`src/rtl/ctsf_pkg.sv`:
```
// package for the transmit select and filter control block
package ctsf_pkg;
  localparam logic [7:0] ADDR_ABORT_ACK = 8'h00;
  localparam logic [7:0] ADDR_TX_SEL    = 8'h04;
  localparam logic [7:0] ADDR_FILT_CTL  = 8'h08;
  localparam logic [7:0] ADDR_RESERVED  = 8'h0C;
  localparam logic [7:0] ADDR_TX_EMPTY  = 8'h10;
  localparam logic [7:0] ADDR_IRQ_STAT  = 8'h14;
  localparam logic [7:0] ADDR_IRQ_MASK  = 8'h18;
  localparam logic [7:0] ADDR_INIT_CTL  = 8'h1C;
  localparam int         NBUF           = 3;
  localparam int         MODE_LSB       = 4;
  localparam logic [2:0] BUF_RST        = 3'h0;
  localparam logic [1:0] MODE_RST       = 2'h0;
  localparam logic [2:0] HIT_RST        = 3'h0;
  localparam logic [2:0] TXE_RST        = 3'h7;
  localparam logic [1:0] MODE_TWO32     = 2'h0;
  localparam logic [1:0] MODE_FOUR16    = 2'h1;
  localparam logic [1:0] MODE_EIGHT8    = 2'h2;
  localparam logic [1:0] MODE_CLOSED    = 2'h3;
  localparam logic [1:0] HTRANS_NONSEQ  = 2'h2;
  localparam logic [2:0] HSIZE_WORD     = 3'h2;
  // irq status layout: [2:0] abort done, [5:3] transmit done, [6] message accepted
  localparam int         IRQ_W          = 7;
  localparam int         IRQ_TXD_LSB    = 3;
  localparam int         IRQ_RX_BIT     = 6;
endpackage

```
`src/rtl/ctsf_top.sv`:
```
// transmit abort ack, buffer selection, acceptance control and reserved registers
// Overview of operation
// - abort ack held reset during init
// - abort ack bit set on aborted message
// - clearing empty flag clears abort ack
// - selector read shows lowest set bit
// - lowest set bit picks window buffer
// - window blocked for scheduled selected buffer
// - no selection blocks every window access
// - selector reset in init, writable outside
// - filter control writable only in init
// - organisation field decodes filter layout
// - closed filter accepts no message
// - match index reports filter number
// - index updated when foreground reloads
// - reserved register reads zero, ignores writes
// - empty flag set on send or abort
// - abort sets empty, ack and interrupt
//
// Design decisions made here: the register addresses and the AHB-Lite register port.
module ctsf_top
  import ctsf_pkg::*;
(
  input  wire logic        I_CLK,
  input  wire logic        I_RST,
  input  wire logic        I_HSEL,
  input  wire logic [31:0] I_HADDR,
  input  wire logic [1:0]  I_HTRANS,
  input  wire logic        I_HWRITE,
  input  wire logic [2:0]  I_HSIZE,
  input  wire logic        I_HREADY,
  input  wire logic [31:0] I_HWDATA,
  output logic      [31:0] O_HRDATA,
  output logic             O_HREADYOUT,
  output logic             O_HRESP,
  input  wire logic [2:0]  I_TX_SENT,
  input  wire logic [2:0]  I_TX_ABORTED,
  input  wire logic        I_RX_SHIFT,
  input  wire logic        I_RX_MATCH,
  input  wire logic [2:0]  I_RX_HIT,
  input  wire logic        I_WIN_ACCESS,
  output logic      [2:0]  O_WIN_BUF,
  output logic             O_WIN_GRANT,
  output logic      [2:0]  O_ABORT_REQ,
  output logic      [2:0]  O_TX_EMPTY,
  output logic             O_RX_LOAD,
  output logic      [1:0]  O_FILT_MODE,
  output logic             O_INIT_ACK,
  output logic             O_IRQ
);

  typedef struct packed {
    logic             wr_pend;
    logic [7:0]       addr;
    logic             init_req;
    logic             init_ack;
    logic [NBUF-1:0]  transmit_empty_flags;
    logic [NBUF-1:0]  abt_req;
    logic [NBUF-1:0]  abt_ack;
    logic [NBUF-1:0]  sel;
    logic [1:0]       mode;
    logic [2:0]       hit;
    logic [IRQ_W-1:0] ist;
    logic [IRQ_W-1:0] imask;
    logic [31:0]      rdata;
  } ctsf_state_s;

  ctsf_state_s st_r;
  ctsf_state_s st_nxt;

  function automatic logic [NBUF-1:0] lowest_bit(input logic [NBUF-1:0] v);
    return v & (~v + NBUF'(1));
  endfunction

  logic            acc;
  logic            in_init;
  logic            out_init;
  logic [7:0]      wbyte;
  logic [NBUF-1:0] sel_low;
  logic [NBUF-1:0] txe_clr;
  logic [NBUF-1:0] txe_set;
  logic            rx_load;

  assign acc      = I_HSEL && I_HREADY && (I_HTRANS == HTRANS_NONSEQ);
  assign in_init  = st_r.init_req && st_r.init_ack;
  assign out_init = !st_r.init_req && !st_r.init_ack;
  assign wbyte    = I_HWDATA[7:0];
  assign sel_low  = lowest_bit(st_r.sel);
  assign txe_set  = I_TX_SENT | I_TX_ABORTED;
  // a one written clears a flag; a set in the same cycle wins
  assign txe_clr  = (st_r.wr_pend && st_r.addr == ADDR_TX_EMPTY && out_init)
                    ? wbyte[NBUF-1:0] : '0;
  assign rx_load  = I_RX_SHIFT && I_RX_MATCH && (st_r.mode != MODE_CLOSED);

  always_comb begin
    st_nxt         = st_r;
    st_nxt.wr_pend = acc && I_HWRITE && (I_HSIZE == HSIZE_WORD);
    st_nxt.addr    = I_HADDR[7:0];
    // init handshake: acknowledge follows request a cycle later
    st_nxt.init_ack = st_r.init_req;
    if (st_r.wr_pend) begin
      case (st_r.addr)
        ADDR_TX_SEL: begin
          if (out_init) st_nxt.sel = wbyte[NBUF-1:0];
        end
        ADDR_FILT_CTL: begin
          if (in_init) st_nxt.mode = wbyte[MODE_LSB+:2];
        end
        ADDR_IRQ_MASK: st_nxt.imask = wbyte[IRQ_W-1:0];
        ADDR_INIT_CTL: st_nxt.init_req = wbyte[0];
        ADDR_TX_EMPTY: begin
          if (out_init) st_nxt.abt_req = st_r.abt_req | (wbyte[7:4] == 4'h0 ? '0 : wbyte[6:4]);
        end
        default: ;
      endcase
    end
    st_nxt.transmit_empty_flags     = (st_r.transmit_empty_flags & ~txe_clr) | txe_set;
    // a request only lives while its buffer is scheduled
    st_nxt.abt_req = st_nxt.abt_req & ~txe_set & ~st_r.transmit_empty_flags;
    st_nxt.abt_ack = (st_r.abt_ack & ~txe_clr & ~I_TX_SENT) | I_TX_ABORTED;
    if (rx_load) st_nxt.hit = I_RX_HIT;
    // read data captured in address phase; irq status read clears
    st_nxt.rdata = '0;
    if (acc && !I_HWRITE) begin
      case (I_HADDR[7:0])
        ADDR_ABORT_ACK: st_nxt.rdata[NBUF-1:0] = st_r.abt_ack;
        ADDR_TX_SEL:    st_nxt.rdata[NBUF-1:0] = sel_low;
        ADDR_FILT_CTL: begin
          st_nxt.rdata[MODE_LSB+:2] = st_r.mode;
          st_nxt.rdata[2:0]         = st_r.hit;
        end
        ADDR_RESERVED:  st_nxt.rdata = '0;
        ADDR_TX_EMPTY: begin
          st_nxt.rdata[NBUF-1:0] = st_r.transmit_empty_flags;
          st_nxt.rdata[6:4]      = st_r.abt_req;
        end
        ADDR_IRQ_STAT:  st_nxt.rdata[IRQ_W-1:0] = st_r.ist;
        ADDR_IRQ_MASK:  st_nxt.rdata[IRQ_W-1:0] = st_r.imask;
        ADDR_INIT_CTL: begin
          st_nxt.rdata[0] = st_r.init_req;
          st_nxt.rdata[1] = st_r.init_ack;
        end
        default: st_nxt.rdata = '0;
      endcase
    end
    if (acc && !I_HWRITE && I_HADDR[7:0] == ADDR_IRQ_STAT) st_nxt.ist = '0;
    st_nxt.ist = st_nxt.ist
               | {rx_load, I_TX_SENT, I_TX_ABORTED};
    if (in_init) begin
      st_nxt.abt_ack = BUF_RST;
      st_nxt.sel     = BUF_RST;
      st_nxt.abt_req = BUF_RST;
    end
  end

  always_ff @(posedge I_CLK) begin
    if (I_RST) begin
      st_r.wr_pend  <= 1'b0;
      st_r.addr     <= 8'h00;
      st_r.init_req <= 1'b1;
      st_r.init_ack <= 1'b0;
      st_r.transmit_empty_flags      <= TXE_RST;
      st_r.abt_req  <= BUF_RST;
      st_r.abt_ack  <= BUF_RST;
      st_r.sel      <= BUF_RST;
      st_r.mode     <= MODE_RST;
      st_r.hit      <= HIT_RST;
      st_r.ist      <= '0;
      st_r.imask    <= '0;
      st_r.rdata    <= 32'h0000_0000;
    end else begin
      st_r <= st_nxt;
    end
  end

  assign O_HRDATA    = st_r.rdata;
  assign O_HREADYOUT = 1'b1;
  assign O_HRESP     = 1'b0;
  assign O_WIN_BUF   = sel_low;
  // refused if nothing selected or the selected buffer is scheduled
  assign O_WIN_GRANT = I_WIN_ACCESS && (sel_low != '0)
                       && ((sel_low & ~st_r.transmit_empty_flags) == '0);
  assign O_ABORT_REQ = st_r.abt_req;
  assign O_TX_EMPTY  = st_r.transmit_empty_flags;
  assign O_RX_LOAD   = rx_load;
  assign O_FILT_MODE = st_r.mode;
  assign O_INIT_ACK  = st_r.init_ack;
  assign O_IRQ       = |(st_r.ist & st_r.imask);

  a_ack_init: assert property (@(posedge I_CLK) disable iff (I_RST)
    in_init |=> st_r.abt_ack == BUF_RST) else $error("abort ack not held in init");
  a_ack_abort: assert property (@(posedge I_CLK) disable iff (I_RST)
    (I_TX_ABORTED[0] && !in_init) |=> st_r.abt_ack[0]) else $error("abort ack not set");
  a_ack_clear: assert property (@(posedge I_CLK) disable iff (I_RST)
    (txe_clr[1] && !I_TX_ABORTED[1]) |=> !st_r.abt_ack[1]) else $error("ack not cleared");
  a_sel_read: assert property (@(posedge I_CLK) disable iff (I_RST)
    $countones(sel_low) <= 1 && ((st_r.sel == '0) == (sel_low == '0)))
    else $error("selector read not lowest bit");
  a_win_block: assert property (@(posedge I_CLK) disable iff (I_RST)
    (sel_low == '0 || (sel_low & ~st_r.transmit_empty_flags) != '0) |-> !O_WIN_GRANT)
    else $error("window access not blocked");
  a_sel_init: assert property (@(posedge I_CLK) disable iff (I_RST)
    in_init |=> st_r.sel == BUF_RST) else $error("selector not held in init");
  a_mode_lock: assert property (@(posedge I_CLK) disable iff (I_RST)
    !in_init |=> $stable(st_r.mode)) else $error("filter mode changed outside init");
  a_closed_load: assert property (@(posedge I_CLK) disable iff (I_RST)
    st_r.mode == MODE_CLOSED |-> !O_RX_LOAD) else $error("closed filter loaded");
  a_hit_track: assert property (@(posedge I_CLK) disable iff (I_RST)
    rx_load |=> st_r.hit == $past(I_RX_HIT)) else $error("match index not updated");
  a_txe_set: assert property (@(posedge I_CLK) disable iff (I_RST)
    txe_set[2] |=> st_r.transmit_empty_flags[2]) else $error("empty flag not set");

endmodule

```
`config.mk`:
```
export PLATFORM = sky130hd
export DESIGN_NAME = ctsf_top
export DESIGN_NICKNAME = d
export VERILOG_FILES = /design/src/rtl/ctsf_pkg.sv /design/src/rtl/ctsf_top.sv
export SDC_FILE = /design/constraint.sdc
export NUM_CORES = 1
export LEC_CHECK = 0
export BUFFER_PORTS_ARGS = -buffer_cell sky130_fd_sc_hd__buf_2
export CORE_MARGIN = 2
export CORE_UTILIZATION = 30
export DETAILED_ROUTE_END_ITERATION = 8
export SLEW_MARGIN = 20
export SYNTH_ARGS = -nofsm -noshare
export SYNTH_HDL_FRONTEND = slang
export SYNTH_SLANG_ARGS = --single-unit
```
`constraint.sdc`:
```
create_clock -name I_CLK -period 2.8 [get_ports I_CLK]
set_input_delay 0.14 -clock I_CLK [delete_from_list [all_inputs] [get_ports I_CLK]]
set_output_delay 0.14 -clock I_CLK [all_outputs]
set_load 0.01 [all_outputs]
```
Yosys cells after proc, flatten, opt, wreduce, memory -nomap -nowiden
Index checks and enable logic that the tools add are counted.
{ "totals": {"word_cells": 87, "regBits": 74, "output_inout_bits": 49} }
{ "classes": {"add_sub_neg": 1, "bitwise": 19, "muxes": 11, "eq_ne": 14, "reduce_logical": 28} }
{ "ops": {"columns": ["op", "count"], "rows": [
  ["8-bit by 5-bit == test with 1-bit output (second input constant)", 7],
  ["3-bit bitwise AND", 7],
  ["8-bit by 3-bit == test with 1-bit output (second input constant)", 2],
  ["8-bit by 4-bit == test with 1-bit output (second input constant)", 2],
  ["3-bit two-way mux", 5],
  ["3-bit inverter", 5],
  ["1-bit logical AND", 14],
  ["2-bit case mux with 7 select lines", 1],
  ["3-bit bitwise OR", 4],
  ["8-bit logical NOT", 1],
  ["2-bit case mux with 4 select lines", 1],
  ["7-bit bitwise AND", 1],
  ["7-bit two-way mux", 1],
  ["7-bit bitwise OR", 1],
  ["7-bit OR reduction", 1],
  ["1-bit case mux with 6 select lines", 1],
  ["3-bit AND reduction", 2],
  ["4-bit logical NOT", 1],
  ["2-bit AND reduction", 2],
  ["2-bit OR reduction", 2],
  ["3-bit by 1-bit adder with 3-bit output (second input constant)", 1],
  ["3-bit by 2-bit == test with 1-bit output (second input constant)", 1],
  ["1-bit logical NOT", 3],
  ["3-bit logical NOT", 1],
  ["other kinds (6)", 6]
]} }

Depth between registers and ports, before layout
Gate-level depths: netlist of run 1.
{ "logic_depth": {"ltp_word": 8, "depth_mapped": 5} }

Worst setup path after synthesis of run 1
Ideal clock, no wire load.
{ "synth_timing": {"kind": "register to register", "from": "register st_r[69] (netlist name)", "to": "register st_r[32] (netlist name)", "path_stages_with_launch": 6, "path_buffers": 2, "setup_ns": 0.116, "period_less_slack_ns": 1.775, "slack_ns": 1.025, "arrival_ns": 1.660, "required_time_ns": 2.684, "path_cell_list": "dfxtp_1 or4b_1 buf_6 or3_4 buf_6 a31o_1"} }
{ "synth_between": {"elab_chain_cells": 2} }
{ "synth_lines": {"columns": ["item", "line_no", "source"], "rows": [
  ["start, declared", "ctsf_top.sv:68", "ctsf_state_s st_r;"],
  ["start signal, assigned", "ctsf_top.sv:172", "st_r <= st_nxt;"],
  ["8-bit by 5-bit == test with 1-bit output", "ctsf_top.sv:102", "case (st_r.addr)"],
  ["2-bit AND reduction (no source line)", null, null]
]} }
Every way passes these cells.
A chain may end at the register's enable or synchronous reset.

Worst setup path after layout of run 1
{ "layout_timing": {"from": "register st_r (netlist bit st_nxt[63])", "to": "register st_r (netlist bit O_TX_EMPTY[0])"} }
{ "layout_between": {"elab_chain_cells": 7} }
{ "layout_lines": {"columns": ["item", "line_no", "source"], "rows": [
  ["1-bit logical NOT", "ctsf_top.sv:86", "assign out_init = !st_r.init_req && !st_r.init_ack;"],
  ["1-bit logical AND", "ctsf_top.sv:86", null],
  ["1-bit logical AND", "ctsf_top.sv:91", "assign txe_clr = (st_r.wr_pend && st_r.addr == ADDR_TX_EMPTY && out_init)"],
  ["3-bit two-way mux", "ctsf_top.sv:92", "? wbyte[NBUF-1:0] : '0;"],
  ["3-bit inverter", "ctsf_top.sv:117", "st_nxt.transmit_empty_flags = (st_r.transmit_empty_flags & ~txe_clr) | txe_set;"],
  ["3-bit bitwise AND", "ctsf_top.sv:117", null],
  ["3-bit bitwise OR", "ctsf_top.sv:117", null]
]} }
Every way passes these cells.

==> results_dict.tcl, run 1 <==
set metrics [dict create \
    status "completed" \
    viasPerCell 4.845 \
    synth_enable_flop_cells 0 \
    criticalPathCategory "register to register" \
    cts_tree "built" \
    peakVddDrop_mv 0.1669 \
    clk_latency_ns 0.30 \
    yosys_warnings 0 \
    critPathLaunchType "register" \
    grt-ovfl-total 0 \
    final_cells 420 \
    dp.cells 412 \
    timing.final.ws_setup_ns 0.7535 \
    hp-class "primary input to register" \
    finalCritPeriodShare 0.7309 \
    cts.reportedPaths.clkPinSlew_ns 0.09 \
    slew_headroom 0.4820 \
    hold_viol 0 \
    clkSinkCount 49 \
    synth_top_area_share 0.3847 \
    max_stage_delay_ns 0.74 \
    ios 135 \
    die_height_um 96.20 \
    clock_path_buffers 2 \
    drt-initial-drc-count 152 \
    end_kind "register" \
    grt_first_pass_wirelength_um 9501 \
    final_common_cell "buf_2" \
    routed_wl_um 6194 \
    async_reset_ff_frac 0 \
    drt-pass1-iter-count 4 \
    synth_area_leaders "dfxtp_1 38%, buf_4 13%, mux2_2 3.5%" \
    drive_above_1_share 0.2667 \
    finalClockSkew_ns 0.002820 \
    rsz0062_at_grt "false" \
    via_count 2035 \
    tightest_slew_ns 0.7706 \
    leakage_uw 0.001140 \
    synthFlopType "dfxtp_1" \
    wl_met1_um 2854 \
    powerDensity_mw_per_mm2 518.3 \
    fin_crit_ns 2.047 \
    drc 0 \
    wl_per_cell_um 14.75 \
    grt_max_degree 35 \
    maxCapViolCount 0 \
    initial_core_util 0.3103 \
    grt_pass1_vias 1836 \
    ys_types 50 \
    htreeDepth 2 \
    antennaDiodeCount 0 \
    cts_hold_buffers 0 \
    arrival_ns 2.21 \
    die_w_um 96.20 \
    ys_ff_latch 49 \
    syn_area_per_cell_um2 9.107 \
    slowest_stage "or4b_2" \
    syn_area_mm2 0.002550 \
    crit_chain "or4b_2 > nor3_2 > a31oi_1" \
    cts_buffers 5 \
    critPathRequiredTime_ns 2.96 \
    top_layer_used "met4" \
    seq_area_frac_synth 0.3847 \
    setup_viol 0 \
    post_cts_resized 0 \
    cts_root_buffer "clkbuf_8" \
    post-place-ws_ns 0.7957 \
    fp-row-count 33 \
    path_buf_inv 0 \
    routed-wl-met2_um 2813 \
    crit_fanout 9 \
    grt_use_total 0.1372 \
    die-area_mm2 0.009253 \
    final_antenna_net_count 0 \
    area_delta_synth_final_pct 10.45 \
    timing.setup.tns_ns 0 \
    fin_nets 400 \
    gp_congestion 0.8351 \
    final_cell_mix "58 x buf_2, 49 x dfxtp_1, 27 x conb_1" \
    maxSlewViolCount 0 \
    coreArea_mm2 0.008217 \
    met3WireLength_um 454 \
    max_freq_ghz 0.4886 \
    yosysTopAreaCell "dfxtp_1" \
    cts_setup_buffers 0 \
    portBuffers 58 \
    netlist_instances 280 \
    fillerInstances 852 \
    hold_ws_ns 0.05607 \
    antenna_found_initial 0 \
    hpwl_um 4743 \
    critical_path.top_delay_family "simple AND/OR/NAND/NOR gates" \
]
-- state kept, by name (all words and copies together) (netlist names) --
| register | cells |
|---|---|
| O_TX_EMPTY | 3 |
| O_HRDATA | 7 |
| O_FILT_MODE | 2 |
| st_r | 32 |
| O_INIT_ACK | 1 |
| st_nxt | 1 |
| O_ABORT_REQ | 3 |
-- final timing paths --
| kind | startpoint | endpoint | slack, ns | cells after the start |
|---|---|---|---|---|
| worst max-delay path | st_nxt[63] | O_TX_EMPTY[0] | 0.75 | 3 |
| worst min-delay path | I_HADDR[0] | st_r[65] | 0.06 | 2 |
| worst max register to register | st_nxt[63] | O_TX_EMPTY[0] | 0.75 | 3 |
| worst min register to register | st_r[44] | st_r[44] | 0.48 | 2 |
-- worst register-to-register path: stages (launching register included) --
cell,delay (ns)
dfxtp_1,0.37
or4b_2,0.74
nor3_2,0.64
a31oi_1,0.16
-- kinds of logic (layout without fill, tap and decap cells) --
group / Yosys count / after routing / synth area share
buffers and inverters: 62 / 72 / 0.1605
AND/OR/NAND/NOR: 99 / 99 / 0.2345
flip-flops: 49 / 49 / 0.3847
multiplexers: 15 / 15 / 0.06772
other: 2 / 27 / 0.002945
AO/OA/AOI/OAI: 53 / 53 / 0.1497
-- cells in the mapped netlist, types with 7 or more instances --
library cell / n
dfxtp_1: 49
buf_4: 43
nand2_1: 21
nor2b_1: 14
clkbuf_1: 11
nor4_1: 11
a31oi_1: 8
mux2_2: 8
nand2b_1: 8
nor3_1: 8
a21oi_1: 7
a31o_1: 7
o21ai_0: 7
-- cell type report --
class / count / area (um^2) / area share
multi-input combinational: 194 / 1254 / 0.4451
sequential: 49 / 980.9 / 0.3483
timing repair buffer: 59 / 297.8 / 0.1057
tap: 105 / 131.4 / 0.04665
clock buffer: 5 / 68.82 / 0.02443
clock inverter: 3 / 65.06 / 0.02310
inverter: 5 / 18.77 / 0.006664
-- power by group --
group          switching (uW)  internal (uW)  leakage, uW  total, uW
clock                     232            355    0.0000681        587
combinational            88.2           52.9     0.000671        141
sequential               15.3            717     0.000401        732
-- layer usage --
metal / up-vias / GRT usage
met2: 82 / 0.2199
met1: 918 / 0.1837
met4: 0 / 0.03571
met3: 8 / 0.03367
met5: - / 0
li1: 1027 / -
-- per-stage QoR --
stage          utilization  area [um^2]  total power (uW)
6_report            0.3428         2816              1460
5_1_grt             0.3428         2816              1516
4_1_cts             0.3428         2816              1473
3_5_place_dp        0.3265         2683             887.6
3_3_place_gp        0.3265         2683             886.2
2_1_floorplan            -         2644             859.7
Note: power is estimated with default switching activity, not from simulation.
==> inputs of run 2 (changes only) <==
==> constraint.sdc (replaced) <==
create_clock -name I_CLK -period 1.7 [get_ports I_CLK]
set_input_delay 0.085 -clock I_CLK [delete_from_list [all_inputs] [get_ports I_CLK]]
set_output_delay 0.085 -clock I_CLK [all_outputs]
set_load 0.01 [all_outputs]
==> results_dict.tcl, run 2 (same netlist as run 1, synthesis figures left out) <==
set metrics [dict create \
    cts_buffers 5 \
    critPathLaunchType "primary input" \
    critical_path.top_delay_family "buffers and inverters" \
    powerDensity_mw_per_mm2 813.3 \
    hp-class "primary input to register" \
    combPwrFrac 0.106 \
    cts_tree "built" \
    crit_chain "dlygate4sd3_1 > buf_2 > or2_2 > or4_1 > buf_4 > a31oi_1" \
    portBuffers 58 \
    finalCritPeriodShare 0.9581 \
    setup_viol 0 \
    cts_root_buffer "clkbuf_8" \
    critPathRequiredTime_ns 1.94 \
    cts.reportedPaths.clkPinSlew_ns 0.10 \
    drive_above_1_share 0.3174 \
    post-place-ws_ns -0.07459 \
    slowest_stage "dlygate4sd3_1" \
    gp_congestion 0.8522 \
    crit_fanout 7 \
    hold_viol 0 \
    p_switching_uw 574.3 \
    max_freq_ghz 0.6139 \
    p_seq_frac 0.493 \
    ios 135 \
    peakVddDrop_mv 0.3239 \
    grt_pass1_vias 1999 \
    antenna_found_initial 0 \
    internal-power_uw 1868 \
    max_stage_delay_ns 0.53 \
    final_cell_mix "58 x buf_2, 48 x dfxtp_1, 27 x conb_1" \
    grt_use_total 0.1451 \
    routed-wl-met2_um 3087 \
    status "completed" \
    wl_per_cell_um 14.92 \
    maxSlewViolCount 0 \
    final_antenna_net_count 0 \
    viasPerCell 5.032 \
    area_delta_synth_final_pct 17.76 \
    largest_reg_flops 32 \
    initial_core_util 0.3103 \
    die_w_um 96.20 \
    timing.final.ws_setup_ns 0.07117 \
    timing.setup.tns_ns 0 \
    criticalPathCategory "primary input to register" \
    fin_nets 419 \
    clock_path_buffers 2 \
    place_area_mm2 0.002804 \
    rsz0062_at_grt "false" \
    antennaDiodeCount 0 \
    swShare 0.2352 \
    met3WireLength_um 484 \
    tightest_slew_ns 0.6023 \
    routed_wl_um 6551 \
    drt-initial-drc-count 110 \
    fp-row-count 33 \
    grt-ovfl-total 0 \
    slew_headroom 0.5981 \
    clkSinkCount 49 \
    p_clk_frac 0.401 \
    final_common_cell "buf_2" \
    htreeDepth 2 \
    maxCapViolCount 0 \
    end_kind "register" \
    finalClockSkew_ns 0.01579 \
    top_layer_used "met4" \
    coreArea_mm2 0.008217 \
    largest_register "st_r" \
    drc 0 \
    path_buf_inv 3 \
    die-area_mm2 0.009253 \
    grt_max_degree 22 \
    arrival_ns 1.87 \
    die_height_um 96.20 \
    wl_met1_um 2887 \
    drt-pass1-iter-count 4 \
    hpwl_um 5015 \
    via_count 2209 \
    clk_latency_ns 0.31 \
    grt_first_pass_wirelength_um 10140 \
    design_area_mm2 0.003003 \
    leakage_uw 0.001244 \
    fin_crit_ns 1.629 \
]
-- run 2: cell types whose count changed in the layout (fill, tap and decap cells not counted), moves of 2 or more --
cell and change:
nor3b_2 +2, dlygate4sd3_1 +2, buf_4 +15, buf_6 +2
nor3b_1 -2
-- run 2: cell type report --
class	instances	area, um^2
sequential	49	982.2
multi-input combinational	194	1284
timing repair buffer	78	452.9
clock buffer	5	68.82
tap	105	131.4
clock inverter	3	65.06
inverter	5	18.77
fill	848	5214
-- run 2: worst paths after layout --
check                           startpoint          end  slack, ns  depth (start not counted)
worst min register to register    st_r[44]     st_r[44]       0.49                          2
worst max register to register    st_r[71]     st_r[38]       0.08                          3
worst max-delay path            I_HADDR[1]  O_HRDATA[1]       0.07                          6
worst min-delay path            I_HADDR[6]     st_r[71]      0.009                          2
-- run 2: per-stage QoR --
step | total power [uW] | instances | util | hold slack, ns
floorplan | 1416 | 305 | - | 0.1861
global placement | 1474 | 428 | 0.3413 | 0.3094
detailed placement | 1478 | 428 | 0.3413 | 0.3080
CTS | 2451 | 439 | 0.3630 | 0.003132
global route | 2535 | 439 | 0.3655 | 0.004833
finish | 2442 | 439 | 0.3655 | 0.009425
-- run 2: power groups by stage --
stage | sequential (uW) | combinational (uW) | clock (uW)
detailed placement | 1230 | 248 | 0
finish | 1200 | 259 | 978
CTS | 1200 | 254 | 993
global placement | 1230 | 244 | 0
floorplan | 1220 | 193 | 0
global route | 1210 | 287 | 1040
-- run 2: layer usage --
| metal | up-vias | global-route usage |
|---|---|---|
| met2 | 77 | 0.2413 |
| met5 | - | 0 |
| met3 | 11 | 0.03524 |
| met1 | 1061 | 0.1859 |
| li1 | 1060 | - |
| met4 | 0 | 0.04167 |
-- run 2: repair_timing --
action | in CTS | in global routing
endpoints found under the setup margin | 12 | 12
hold endpoints to repair | 2 | 0
cloned | 1 | 0
resized for setup | 5 | 4
pin swaps | 1 | 0
hold buffers | 2 | 0
buffers inserted | 0 | 0
